===== src/hw/rvdr_regs.vh =====
`ifndef RVDR_REGS_VH
`define RVDR_REGS_VH
// register addresses on the serial control interface
`define RVDR_ADDR_ROUTE 8'h2C
`define RVDR_ADDR_BLEED_LIN 8'h2D
`define RVDR_ADDR_BLEED_CNV 8'h2E
// writable bits of the converter bleed register
`define RVDR_BLEED_CNV_MASK 8'h3F
// default reset values, overridden per variant by parameters
`define RVDR_RST_ROUTE 8'h00
`define RVDR_RST_BLEED_LIN 8'h00
`define RVDR_RST_BLEED_CNV 8'h00
// route field width and positions
`define RVDR_ROUTE_W 2
`define RVDR_LIN1_LSB 0
`define RVDR_LIN2_LSB 2
`define RVDR_LIN3_LSB 4
`define RVDR_LIN4_LSB 6
`endif


===== src/hw/rvdr_regbank.v =====
`timescale 1ns/1ps
`default_nettype none
`include "rvdr_regs.vh"

module rvdr_regbank #(
    parameter [7:0] RST_ROUTE = `RVDR_RST_ROUTE,
    parameter [7:0] RST_BLEED_LIN = `RVDR_RST_BLEED_LIN,
    parameter [7:0] RST_BLEED_CNV = `RVDR_RST_BLEED_CNV
) (
    // clock and reset
    input wire clk_i,
    input wire rst_i,
    // register access from the serial control interface
    input wire reg_wr_i,
    input wire [7:0] reg_addr_i,
    input wire [7:0] reg_wdata_i,
    output reg [7:0] reg_rdata_o,
    // voltage select pins
    input wire voltage_select_pin_one_i,
    input wire voltage_select_pin_two_i,
    input wire voltage_select_pin_three_i,
    input wire voltage_select_pin_four_i,
    // per-regulator voltage words, normal and alternate
    input wire [31:0] linreg_normal_voltage_reg_i,
    input wire [31:0] linreg_alternate_voltage_reg_i,
    output reg [31:0] linreg_voltage_code_o,
    output reg [3:0] default_voltage_choice_bit_o,
    // enables: [9:0] linear 10..1, [13:10] converter 4..1
    input wire [13:0] output_enabled_i,
    output reg [13:0] output_discharge_o
);
    // voltage words are taken as eight bits per regulator
    localparam WORD_W = 8;

    // host-visible registers
    reg [7:0] voltage_select_pin_routing_r;
    reg [7:0] linear_output_bleed_enables_r;
    reg [5:0] converter_output_bleed_enables_r;
    // two-stage synchroniser for the select pins
    reg [3:0] sel_meta_r;
    reg [3:0] sel_sync_r;
    // next value of the discharge controls
    reg [13:0] discharge_nxt;
    // per-lane results of the routing lanes
    wire [3:0] lane_choice;
    wire [31:0] lane_word;
    // write decode
    wire wr_route;
    wire wr_bleed_lin;
    wire wr_bleed_cnv;
    wire [7:0] cnv_wdata_masked;
    // bleed enables gathered in output bit order
    wire [13:0] bleed_all;
    wire [13:0] output_off;

    // select pins are asynchronous, two stages before any logic reads them
    always @(posedge clk_i) begin
        if (rst_i) begin
            sel_meta_r <= 4'h0;
            sel_sync_r <= 4'h0;
        end else begin
            sel_meta_r <= {voltage_select_pin_four_i, voltage_select_pin_three_i,
                           voltage_select_pin_two_i, voltage_select_pin_one_i};
            sel_sync_r <= sel_meta_r;
        end
    end

    // one strobe per register; other addresses fall through untouched
    assign wr_route = reg_wr_i && (reg_addr_i == `RVDR_ADDR_ROUTE);
    assign wr_bleed_lin = reg_wr_i && (reg_addr_i == `RVDR_ADDR_BLEED_LIN);
    assign wr_bleed_cnv = reg_wr_i && (reg_addr_i == `RVDR_ADDR_BLEED_CNV);
    // unused top bits masked off before they reach any storage
    assign cnv_wdata_masked = reg_wdata_i & `RVDR_BLEED_CNV_MASK;

    // pin routing register, four 2-bit route fields
    always @(posedge clk_i) begin
        if (rst_i) begin
            voltage_select_pin_routing_r <= RST_ROUTE;
        end else if (wr_route) begin
            voltage_select_pin_routing_r <= reg_wdata_i;
        end
    end

    // linear regulator bleed enables, bit 0 is regulator one
    always @(posedge clk_i) begin
        if (rst_i) begin
            linear_output_bleed_enables_r <= RST_BLEED_LIN;
        end else if (wr_bleed_lin) begin
            linear_output_bleed_enables_r <= reg_wdata_i;
        end
    end

    // converter and upper linear bleed enables; only six bits are stored
    always @(posedge clk_i) begin
        if (rst_i) begin
            converter_output_bleed_enables_r <= RST_BLEED_CNV[5:0];
        end else if (wr_bleed_cnv) begin
            converter_output_bleed_enables_r <= cnv_wdata_masked[5:0];
        end
    end

    // read mux, unmapped addresses read zero
    always @* begin
        case (reg_addr_i)
            `RVDR_ADDR_ROUTE: reg_rdata_o = voltage_select_pin_routing_r;
            `RVDR_ADDR_BLEED_LIN: reg_rdata_o = linear_output_bleed_enables_r;
            `RVDR_ADDR_BLEED_CNV: reg_rdata_o = {2'h0, converter_output_bleed_enables_r};
            default: reg_rdata_o = 8'h00;
        endcase
    end

    // enables laid out as the discharge outputs: linear 8..1, 10..9, converters
    assign bleed_all[7:0] = linear_output_bleed_enables_r;
    assign bleed_all[9:8] = converter_output_bleed_enables_r[1:0];
    assign bleed_all[13:10] = converter_output_bleed_enables_r[5:2];
    assign output_off = ~output_enabled_i;

    // bleed only a disabled output; a live one is never pulled down
    always @* begin
        discharge_nxt = bleed_all & output_off;
    end

    // lane for linear regulator one
    rvdr_pin_lane #(
        .WORD_W(WORD_W)
    ) rvdr_pin_lane_lin1_inst (
        .sel_sync_i(sel_sync_r),
        .route_i(voltage_select_pin_routing_r[`RVDR_LIN1_LSB +: `RVDR_ROUTE_W]),
        .normal_word_i(linreg_normal_voltage_reg_i[7:0]),
        .alternate_word_i(linreg_alternate_voltage_reg_i[7:0]),
        .choice_nxt_o(lane_choice[0]),
        .word_nxt_o(lane_word[7:0])
    );

    // lane for linear regulator two
    rvdr_pin_lane #(
        .WORD_W(WORD_W)
    ) rvdr_pin_lane_lin2_inst (
        .sel_sync_i(sel_sync_r),
        .route_i(voltage_select_pin_routing_r[`RVDR_LIN2_LSB +: `RVDR_ROUTE_W]),
        .normal_word_i(linreg_normal_voltage_reg_i[15:8]),
        .alternate_word_i(linreg_alternate_voltage_reg_i[15:8]),
        .choice_nxt_o(lane_choice[1]),
        .word_nxt_o(lane_word[15:8])
    );

    // lane for linear regulator three
    rvdr_pin_lane #(
        .WORD_W(WORD_W)
    ) rvdr_pin_lane_lin3_inst (
        .sel_sync_i(sel_sync_r),
        .route_i(voltage_select_pin_routing_r[`RVDR_LIN3_LSB +: `RVDR_ROUTE_W]),
        .normal_word_i(linreg_normal_voltage_reg_i[23:16]),
        .alternate_word_i(linreg_alternate_voltage_reg_i[23:16]),
        .choice_nxt_o(lane_choice[2]),
        .word_nxt_o(lane_word[23:16])
    );

    // lane for linear regulator four
    rvdr_pin_lane #(
        .WORD_W(WORD_W)
    ) rvdr_pin_lane_lin4_inst (
        .sel_sync_i(sel_sync_r),
        .route_i(voltage_select_pin_routing_r[`RVDR_LIN4_LSB +: `RVDR_ROUTE_W]),
        .normal_word_i(linreg_normal_voltage_reg_i[31:24]),
        .alternate_word_i(linreg_alternate_voltage_reg_i[31:24]),
        .choice_nxt_o(lane_choice[3]),
        .word_nxt_o(lane_word[31:24])
    );

    // choice bits registered; a pin edge shows three clock edges later
    always @(posedge clk_i) begin
        if (rst_i) begin
            default_voltage_choice_bit_o <= 4'h0;
        end else begin
            default_voltage_choice_bit_o <= lane_choice;
        end
    end

    // selected voltage words registered with their choice bits
    always @(posedge clk_i) begin
        if (rst_i) begin
            linreg_voltage_code_o <= 32'h0;
        end else begin
            linreg_voltage_code_o <= lane_word;
        end
    end

    // discharge controls registered; one cycle behind the enables
    always @(posedge clk_i) begin
        if (rst_i) begin
            output_discharge_o <= 14'h0;
        end else begin
            output_discharge_o <= discharge_nxt;
        end
    end
endmodule

// one routing lane: picks the select pin named by its route code
// and hands on the voltage word that pin asks for
module rvdr_pin_lane #(
    parameter WORD_W = 8
) (
    // synchronised select pins and the lane's route code
    input wire [3:0] sel_sync_i,
    input wire [1:0] route_i,
    // normal and alternate voltage words of this regulator
    input wire [WORD_W-1:0] normal_word_i,
    input wire [WORD_W-1:0] alternate_word_i,
    // next choice bit and next voltage word
    output reg choice_nxt_o,
    output reg [WORD_W-1:0] word_nxt_o
);
    // route code to pin; every code is legal, the default only keeps lint calm
    always @* begin
        case (route_i)
            2'h0: choice_nxt_o = sel_sync_i[0];
            2'h1: choice_nxt_o = sel_sync_i[1];
            2'h2: choice_nxt_o = sel_sync_i[2];
            2'h3: choice_nxt_o = sel_sync_i[3];
            default: choice_nxt_o = 1'h0;
        endcase
    end

    // choice 0 keeps the normal word, 1 takes the alternate one
    always @* begin
        if (choice_nxt_o) begin
            word_nxt_o = alternate_word_i;
        end else begin
            word_nxt_o = normal_word_i;
        end
    end
endmodule
`default_nettype wire


===== config.mk =====
export PLATFORM = sky130hd
export DESIGN_NAME = rvdr_regbank
export DESIGN_NICKNAME = d
export VERILOG_FILES = /design/src/hw/rvdr_regbank.v
export VERILOG_INCLUDE_DIRS = /design/src /design/src/hw
export SDC_FILE = /design/constraint.sdc
export NUM_CORES = 1
export LEC_CHECK = 0
export BUFFER_PORTS_ARGS = -buffer_cell sky130_fd_sc_hd__buf_2
export CORE_AREA = 2 2 96 98
export DETAILED_ROUTE_END_ITERATION = 10
export DIE_AREA = 0 0 98 100
export MAX_ROUTING_LAYER = met4
export PLACE_DENSITY = 0.69
export SYNTH_ARGS = -nofsm -noshare
export SYNTH_HDL_FRONTEND = slang
export SYNTH_SLANG_ARGS = --single-unit

===== constraint.sdc =====
create_clock -name clk_i -period 1.9 [get_ports clk_i]
set_clock_uncertainty 0.1 [all_clocks]
set_input_delay 0.19 -clock clk_i [delete_from_list [all_inputs] [get_ports clk_i]]
set_output_delay 0.19 -clock clk_i [all_outputs]
set_load 0.1 [all_outputs]

==> results of run 1 <==
[layer usage]
| metal | global-route usage (%) | up-vias | part of all wire (%) |
|---|---|---|---|
| li1 | - | 1379 | - |
| met1 | 18.9 | 1297 | 38 |
| met2 | 32.6 | 89 | 54 |
| met3 | 3.62 | 20 | 4.5 |
| met5 | - | - | 0 |
| met4 | 8.76 | 0 | 2.7 |
[final timing paths]
path                                                start                                    to  slack, ps  depth (start not counted)
max                                         reg_addr_i[4]                        reg_rdata_o[7]        220                          5
min                    linreg_alternate_voltage_reg_i[19]  linreg_voltage_code_o[19]$_SDFF_PP0_         10                          3
max reg2reg  voltage_select_pin_routing_r[0]$_SDFFE_PP0P_   linreg_voltage_code_o[5]$_SDFF_PP0_        290                          3
min reg2reg                      sel_meta_r[1]$_SDFF_PP0_              sel_sync_r[1]$_SDFF_PP0_        340                          1
[through the flow]
stage | worst slack [ps] | instance area [sq um] | TNS, ps
after global placement | 236 | 4090 | 0
final | 216 | 5030 | 0
after floorplan | -78.3 | 3070 | -603
after global routing | 182 | 5030 | 0
after detailed placement | 210 | 4090 | 0
after CTS | 211 | 5010 | 0
[logic make-up after synthesis]
family	synth area share [%]
AND/OR/NAND/NOR	19.2
flip-flops	53.0
multiplexers	23.5
buffers and inverters	2.53
AO/OA/AOI/OAI	1.74
[repair_timing]
action | in CTS | in global routing
hold endpoints to repair | 48 | 2
endpoints found under the setup margin | 0 | 0
hold buffers | 70 | 2
resized for setup | 0 | 0
[placed cells by master (no fill, tap or decap), types with 7 or more instances in the layout]
master / n
dfxtp_1: 80
nor2_1: 46
buf_12: 8
buf_4: 7
clkbuf_8: 11
nor2b_1: 13
mux2i_1: 62
buf_2: 150
nand2b_1: 30
dlygate4sd3_1: 72
[cell type report]
class                      instances  area share, %
clock buffer                      12           3.09
clock inverter                     3           1.29
multi-input combinational        177           27.5
sequential                        80           31.8
tap                              111           2.76
timing repair buffer             237           33.5
[report_power, final]
part | switching [uW] | internal (uW) | total, uW
combinational | 492 | 271 | 763
clock | 571 | 804 | 1370
sequential | 13.3 | 1730 | 1740
[registers in the layout (all words and copies together) (netlist names)]
name	cells
sel_meta_r	4
linear_output_bleed_enables_r	8
voltage_select_pin_routing_r	8
linreg_voltage_code_o	32
converter_output_bleed_enables_r	6
default_voltage_choice_bit_o	4
output_discharge_o	14
sel_sync_r	4
[worst max-delay path, cell delays in order]
cell      delay, ps
buf_2           100
nand4b_4        210
or3_4           450
nor3_4          240
buf_12          200
==> impl_metrics.json, run 1 <==
{
  "crit_required_ps": 1610,
  "worst_pin_slew_ps": 500,
  "antenna_left": 0,
  "async_flop_share_pct": 0,
  "hp-class": "in -> reg",
  "fin_nets": 606,
  "start_util_pct": 34.0,
  "maxCapViolCount": 0,
  "yosysMostFrequentCell": "dfxtp_1",
  "end_kind": "output pin",
  "grt_pass1_wl_um": 13700,
  "relSlewSlack_pct": 66.9,
  "antenna_found_initial": 0,
  "start_kind": "input port",
  "netlist_instances": 273,
  "nFillCells": 761,
  "grt_overflow": 0,
  "yosysTopAreaCellShare_pct": 53.0,
  "power.density_mw_per_mm2": 772,
  "synth-edff-count": 0,
  "finalSetupViolations": 0,
  "grt_pass1_vias": 2926,
  "dr.first_iter.drc_count": 49,
  "postCtsSetupRepairBufs": 0,
  "fin_cells": 620,
  "syn-mean-instance-area_sq_um": 11.1,
  "die_area_sq_mm": 0.00980,
  "whs_ps": 10.5,
  "ys.flop_type": "dfxtp_1",
  "cts_tree": "yes",
  "place.port_buffers": 158,
  "max_freq_ghz": 0.594,
  "ioPinCount": 159,
  "chipHeight_um": 100,
  "vias": 2785,
  "ir_drop_uv": 437,
  "syn2layout_area_growth_pct": 66.5,
  "routed_wl_um": 8520,
  "yosysWarnings": 0,
  "period_needed_ps": 1680,
  "grt_max_degree": 31,
  "rsz0062_at_grt": "false",
  "drc": 0,
  "first_pass_iters": 4,
  "synth_area_leaders": "dfxtp_1, mux2i_1, nor2_1",
  "fin_util_pct": 56.6,
  "clk_pin_slew_ps": 80,
  "yosysUniqueCellTypes": 16,
  "vias_per_cell": 4.49,
  "hold_viol": 0,
  "syn-cell-area_sq_mm": 0.00302,
  "outcome": "complete, no violations",
  "crit_type": "in -> out",
  "period_share_pct": 88.6,
  "fp-row-count": 35,
  "synth_commonest_cells": "dfxtp_1, mux2i_1, nor2_1",
  "htreeDepth": 3,
  "synth_area_leader_cell": "dfxtp_1",
  "synth_seq_cells": 80,
  "cts_made_buffers": 9,
  "grt.total_usage_pct": 18.1,
  "dp_hpwl_um": 5500,
  "seqCellArea_sq_mm": 0.00160,
  "wl_per_cell_um": 13.7,
  "fin_total_pwr_uw": 3880,
  "place.gp.congestion": 0.723,
  "core_sq_mm": 0.00889,
  "slew_viol_final": 0,
  "clock_sinks": 80,
  "synth_fp_nets": 374,
  "cp.arrival_ps": 1390,
  "clockRootBuffer": "clkbuf_8",
  "n_antenna_cell": 0,
  "dpl.cell_count": 533,
  "cp_max_fo": 8,
  "drive_above_1_share_pct": 38.3,
  "yosysSeqAreaShare_pct": 53.0,
  "leakagePower_uw": 0.00231,
  "clk_latency_ps": 330,
  "die_w_um": 98,
  "clockBufferDepth": 2,
  "multi_input_area_sq_mm": 0.00138
}
No activity file was read; power rests on OpenSTA's default activity.
==> inputs of run 2 (changes only) <==
--- a/config.mk
+++ b/config.mk
@@ -7,11 +7,15 @@
 export NUM_CORES = 1
 export LEC_CHECK = 0
 export BUFFER_PORTS_ARGS = -buffer_cell sky130_fd_sc_hd__buf_2
-export CORE_AREA = 2 2 96 98
+export CELL_PAD_IN_SITES_DETAIL_PLACEMENT = 1
+export CELL_PAD_IN_SITES_GLOBAL_PLACEMENT = 2
+export CORE_AREA = 2 2 111 113
+export CTS_CLUSTER_SIZE = 14
 export DETAILED_ROUTE_END_ITERATION = 10
-export DIE_AREA = 0 0 98 100
+export DIE_AREA = 0 0 113 115
 export MAX_ROUTING_LAYER = met4
-export PLACE_DENSITY = 0.69
+export PLACE_DENSITY = 0.83
+export SKIP_LAST_GASP = 1
 export SYNTH_ARGS = -nofsm -noshare
 export SYNTH_HDL_FRONTEND = slang
 export SYNTH_SLANG_ARGS = --single-unit
==> impl_metrics.json, run 2 (synthesized netlist as in run 1, its figures left out) <==
{
  "outcome": "finished with violations",
  "violations": "design-rule violations",
  "place_ws_ps": 178,
  "place_area_sq_mm": 0.00413,
  "grt.total_usage_pct": 15.0,
  "cts_made_buffers": 9,
  "hold_start": "linreg_alternate_voltage_reg_i[11]",
  "cp_max_fo": 8,
  "grt_overflow": 0,
  "finalSetupViolations": 0,
  "clockBufferDepth": 2,
  "drive_above_1_share_pct": 38.8,
  "chipHeight_um": 115,
  "seqPwrFrac_pct": 40.2,
  "power.density_mw_per_mm2": 856,
  "grt_pass1_vias": 3031,
  "clk_latency_ps": 330,
  "reg2reg_slack_ps": 310,
  "worst_pin_slew_ps": 513,
  "clockPowerShare_pct": 42.4,
  "r2r_end": "linreg_voltage_code_o[6]$_SDFF_PP0_",
  "clk_pin_slew_ps": 60,
  "start_kind": "input port",
  "layout_common_cells": "buf_2, dfxtp_1, mux2i_1, dlygate4sd3_1, nor2_1",
  "finalWorstSetupSlack_ps": 186,
  "r2r_start": "voltage_select_pin_routing_r[0]$_SDFFE_PP0P_",
  "swShare_pct": 26.8,
  "syn2layout_area_growth_pct": 67.8,
  "vias_per_cell": 4.26,
  "die_area_sq_mm": 0.0130,
  "whs_path_depth": 3,
  "die_w_um": 113,
  "max_stage_delay_ps": 460,
  "hp-class": "in -> reg",
  "core_sq_mm": 0.0118,
  "cts_resized": 0,
  "grt_pass1_wl_um": 14900,
  "ioPinCount": 159,
  "slew_viol_final": 0,
  "relSlewSlack_pct": 65.8,
  "dp_hpwl_um": 6370,
  "power.switching_uw": 1160,
  "ir_drop_uv": 373,
  "crit_required_ps": 1610,
  "hold_viol": 0,
  "n_antenna_cell": 0,
  "min_to": "linreg_voltage_code_o[11]$_SDFF_PP0_",
  "place.port_buffers": 158,
  "routed_wl_um": 9400,
  "rr_worst_depth": 3,
  "fin_cells": 647,
  "cp.arrival_ps": 1420,
  "vias": 2755,
  "clock_sinks": 80,
  "grt_max_degree": 37,
  "htreeDepth": 3,
  "largest_reg_flops": 32,
  "period_needed_ps": 1710,
  "clockRootBuffer": "clkbuf_16",
  "end_kind": "output pin",
  "fin_total_pwr_uw": 4340,
  "maxCapViolCount": 0,
  "mostFrequentLayoutCell": "buf_2",
  "crit_type": "in -> out",
  "fin_nets": 596,
  "first_pass_iters": 9,
  "dr.first_iter.drc_count": 51,
  "start_util_pct": 25.6,
  "top_register": "linreg_voltage_code_o",
  "crit_path_top_delay_cell": "or3_4",
  "fin_area_sq_mm": 0.00507,
  "drc": 10,
  "fp-row-count": 40,
  "path_cells": "buf_2 > nand4b_4 > or3_4 > nor3_4 > buf_12",
  "power.internal_uw": 3180,
  "place.gp.congestion": 0.727,
  "max_freq_ghz": 0.583,
  "rsz0062_at_grt": "false",
  "antenna_left": 0,
  "leakagePower_uw": 0.00231,
  "wl_per_cell_um": 14.5,
  "cts_tree": "yes",
  "dpl.cell_count": 569,
  "pwr-share-comb_pct": 17.3,
  "period_share_pct": 90.2,
  "antenna_found_initial": 0,
  "reg.largest.list": "linreg_voltage_code_o: 32 flops, output_discharge_o: 14 flops"
}
==> run 2: changes by cell type in the layout (fill, tap and decap cells not counted), sizes merged <==
| cell | previous run | this run |
|---|---|---|
| clkbuf | 12 | 13 |
| dlygate4sd3 | 72 | 62 |
==> run 2: worst max-delay path by stage <==
| stage | end | cells after the start | slack, ps | start |
|---|---|---|---|---|
| finish | reg_rdata_o[6] | 5 | 190 | reg_addr_i[4] |
| detailed placement | reg_rdata_o[6] | 5 | 180 | reg_addr_i[4] |
| global placement | reg_rdata_o[6] | 5 | 180 | reg_addr_i[4] |
| CTS | reg_rdata_o[6] | 5 | 170 | reg_addr_i[4] |
| global route | reg_rdata_o[6] | 5 | 130 | reg_addr_i[4] |
| floorplan | reg_rdata_o[0] | 4 | -80 | reg_addr_i[4] |
==> run 2: area by class of cell <==
type	instances	area, sq um
fillers	1338	6740
flip-flops and latches	80	1600
repair buffers	227	1580
well taps	147	184
clock buffers	13	250
clock inverters	3	65.1
multi-input cells	177	1380
==> run 2: per-stage QoR <==
| step | utilization, % | setup TNS [ps] | hold WS (ps) |
|---|---|---|---|
| after floorplan | - | -603 | 162 |
| after global routing | 42.9 | 0 | 20.5 |
| after CTS | 42.9 | 0 | 1.06 |
| final | 42.9 | 0 | 11.1 |
| after global placement | 35.0 | 0 | 248 |
| after detailed placement | 35.0 | 0 | 249 |
==> run 2: layer usage <==
metal  track usage [%]  up-vias  wire, um
met1              16.2     1300      3760
met4              5.61        0       173
met2              27.3       84      5020
li1                  -     1360         -
met3              3.06       11       453
met5                 -        -         0
==> run 2: power groups by stage <==
stage	clock (uW)	combinational (uW)	sequential [uW]
global route	1990	792	1750
detailed placement	0	652	1780
CTS	1900	752	1740
global placement	0	644	1780
finish	1840	752	1750
floorplan	0	135	2110
==> run 2: timing repair <==
action,CTS,global route
hold buffers,62,0
buffers inserted,0,0
hold endpoints to repair,43,0
setup endpoints to repair,0,0
==> run 2: worst max-delay path, delay by kind of cell <==
family                 cells  cell delay (ps)
and+or+nand+nor            3              920
buffers and inverters      2              300
==> inputs of run 3 (changes only) <==
--- a/config.mk
+++ b/config.mk
@@ -13,7 +13,6 @@
 export CTS_CLUSTER_SIZE = 14
 export DETAILED_ROUTE_END_ITERATION = 10
 export DIE_AREA = 0 0 113 115
-export MAX_ROUTING_LAYER = met4
 export PLACE_DENSITY = 0.83
 export SKIP_LAST_GASP = 1
 export SYNTH_ARGS = -nofsm -noshare
==> impl_metrics.json, run 3 (synthesized netlist as in run 1, its figures left out) <==
{
  "die_area_sq_mm": 0.0130,
  "clockPowerShare_pct": 42.4,
  "period_share_pct": 90.2,
  "worst_pin_slew_ps": 513,
  "place.gp.congestion": 0.718,
  "fin_area_sq_mm": 0.00507,
  "first_pass_iters": 9,
  "top_register": "linreg_voltage_code_o",
  "violations": "design-rule violations",
  "cts_resized": 0,
  "crit_required_ps": 1610,
  "power.density_mw_per_mm2": 856,
  "relSlewSlack_pct": 65.8,
  "place.port_buffers": 158,
  "ir_drop_uv": 375,
  "period_needed_ps": 1710,
  "nFillCells": 1338,
  "grt_pass1_vias": 3034,
  "swShare_pct": 26.8,
  "end_kind": "output pin",
  "place_area_sq_mm": 0.00413,
  "seqCellArea_sq_mm": 0.00160,
  "syn2layout_area_growth_pct": 67.8,
  "cts_made_buffers": 9,
  "fin_total_pwr_uw": 4340,
  "die_w_um": 113,
  "seqPwrFrac_pct": 40.2,
  "pwr-share-comb_pct": 17.3,
  "place_ws_ps": 178,
  "fin_nets": 596,
  "clockRootBuffer": "clkbuf_16",
  "finalWorstSetupSlack_ps": 186,
  "rsz0062_at_grt": "false",
  "max_freq_ghz": 0.583,
  "cp_max_fo": 8,
  "cts_tree": "yes",
  "reg.largest.list": "linreg_voltage_code_o: 32 flops, output_discharge_o: 14 flops",
  "drive_above_1_share_pct": 38.8,
  "core_sq_mm": 0.0118,
  "multi_input_area_sq_mm": 0.00138,
  "fp-row-count": 40,
  "power.internal_uw": 3180,
  "finalSetupViolations": 0,
  "start_kind": "input port",
  "grt_pass1_wl_um": 14900,
  "chipHeight_um": 115,
  "antenna_left": 0,
  "hp-class": "in -> reg",
  "ioPinCount": 159,
  "dp_hpwl_um": 6370,
  "outcome": "finished with violations",
  "leakagePower_uw": 0.00231,
  "clock_sinks": 80,
  "hold_viol": 0,
  "cp.arrival_ps": 1420,
  "routed_wl_um": 9390,
  "crit_type": "in -> out",
  "mostFrequentLayoutCell": "buf_2",
  "drc": 10,
  "maxCapViolCount": 0,
  "clockBufferDepth": 2,
  "wl_per_cell_um": 14.5,
  "n_antenna_cell": 0,
  "clk_latency_ps": 330,
  "grt_overflow": 0,
  "htreeDepth": 3,
  "layout_common_cells": "buf_2, dfxtp_1, mux2i_1, dlygate4sd3_1, nor2_1",
  "grt_max_degree": 37,
  "antenna_found_initial": 0,
  "dr.first_iter.drc_count": 38,
  "start_util_pct": 25.6,
  "largest_reg_flops": 32,
  "slew_viol_final": 0,
  "clk_pin_slew_ps": 60,
  "vias_per_cell": 4.26,
  "fin_util_pct": 42.9,
  "vias": 2756,
  "power.switching_uw": 1160,
  "grt.total_usage_pct": 14.6
}
run 3: path summary, 6_finish.rpt:
kind                                                startpoint                                   end  slack [ps]  cells past startpoint
hold / removal              linreg_alternate_voltage_reg_i[11]  linreg_voltage_code_o[11]$_SDFF_PP0_          10                      3
setup / recovery                                 reg_addr_i[4]                        reg_rdata_o[6]         190                      5
hold reg to reg                       sel_meta_r[0]$_SDFF_PP0_              sel_sync_r[0]$_SDFF_PP0_         340                      1
setup reg to reg  voltage_select_pin_routing_r[0]$_SDFFE_PP0P_   linreg_voltage_code_o[6]$_SDFF_PP0_         310                      3
run 3: per-layer routing:
metal	wire length [um]	track usage [%]	up-vias
li1	-	-	1360
met1	3740	16.2	1301
met2	5020	27.3	84
met3	455	3.11	11
met4	177	5.61	0
met5	0	0	-
run 3: per-stage QoR:
step	hold WS (ps)	instances	TNS [ps]
3_3_place_gp	248	569	0
2_1_floorplan	162	273	-603
5_1_grt	20.5	647	0
3_5_place_dp	249	569	0
6_report	11.0	647	0
4_1_cts	1.06	647	0
run 3: what timing repair did:
| action | CTS | global route |
|---|---|---|
| setup buffers | 0 | 0 |
| endpoints found under the setup margin | 0 | 0 |
| hold buffers | 62 | 0 |
| endpoints found under the hold margin | 43 | 0 |
run 3: power by group through the flow:
stage	logic [uW]	registers, uW	clock network, uW
after floorplan	135	2110	0
after global placement	644	1780	0
after detailed placement	652	1780	0
after CTS	752	1740	1900
after global routing	792	1750	1990
final	752	1750	1840
run 3: cell type report:
type	count	share of cell area, %
clock buffers	13	4.94
multi-input cells	177	27.3
flip-flops and latches	80	31.6
well taps	147	3.63
clock inverters	3	1.28
repair buffers	227	31.3
run 3: critical path, stage by stage:
cell,delay [ps]
buf_2,90
nand4b_4,200
or3_4,460
nor3_4,260
buf_12,210
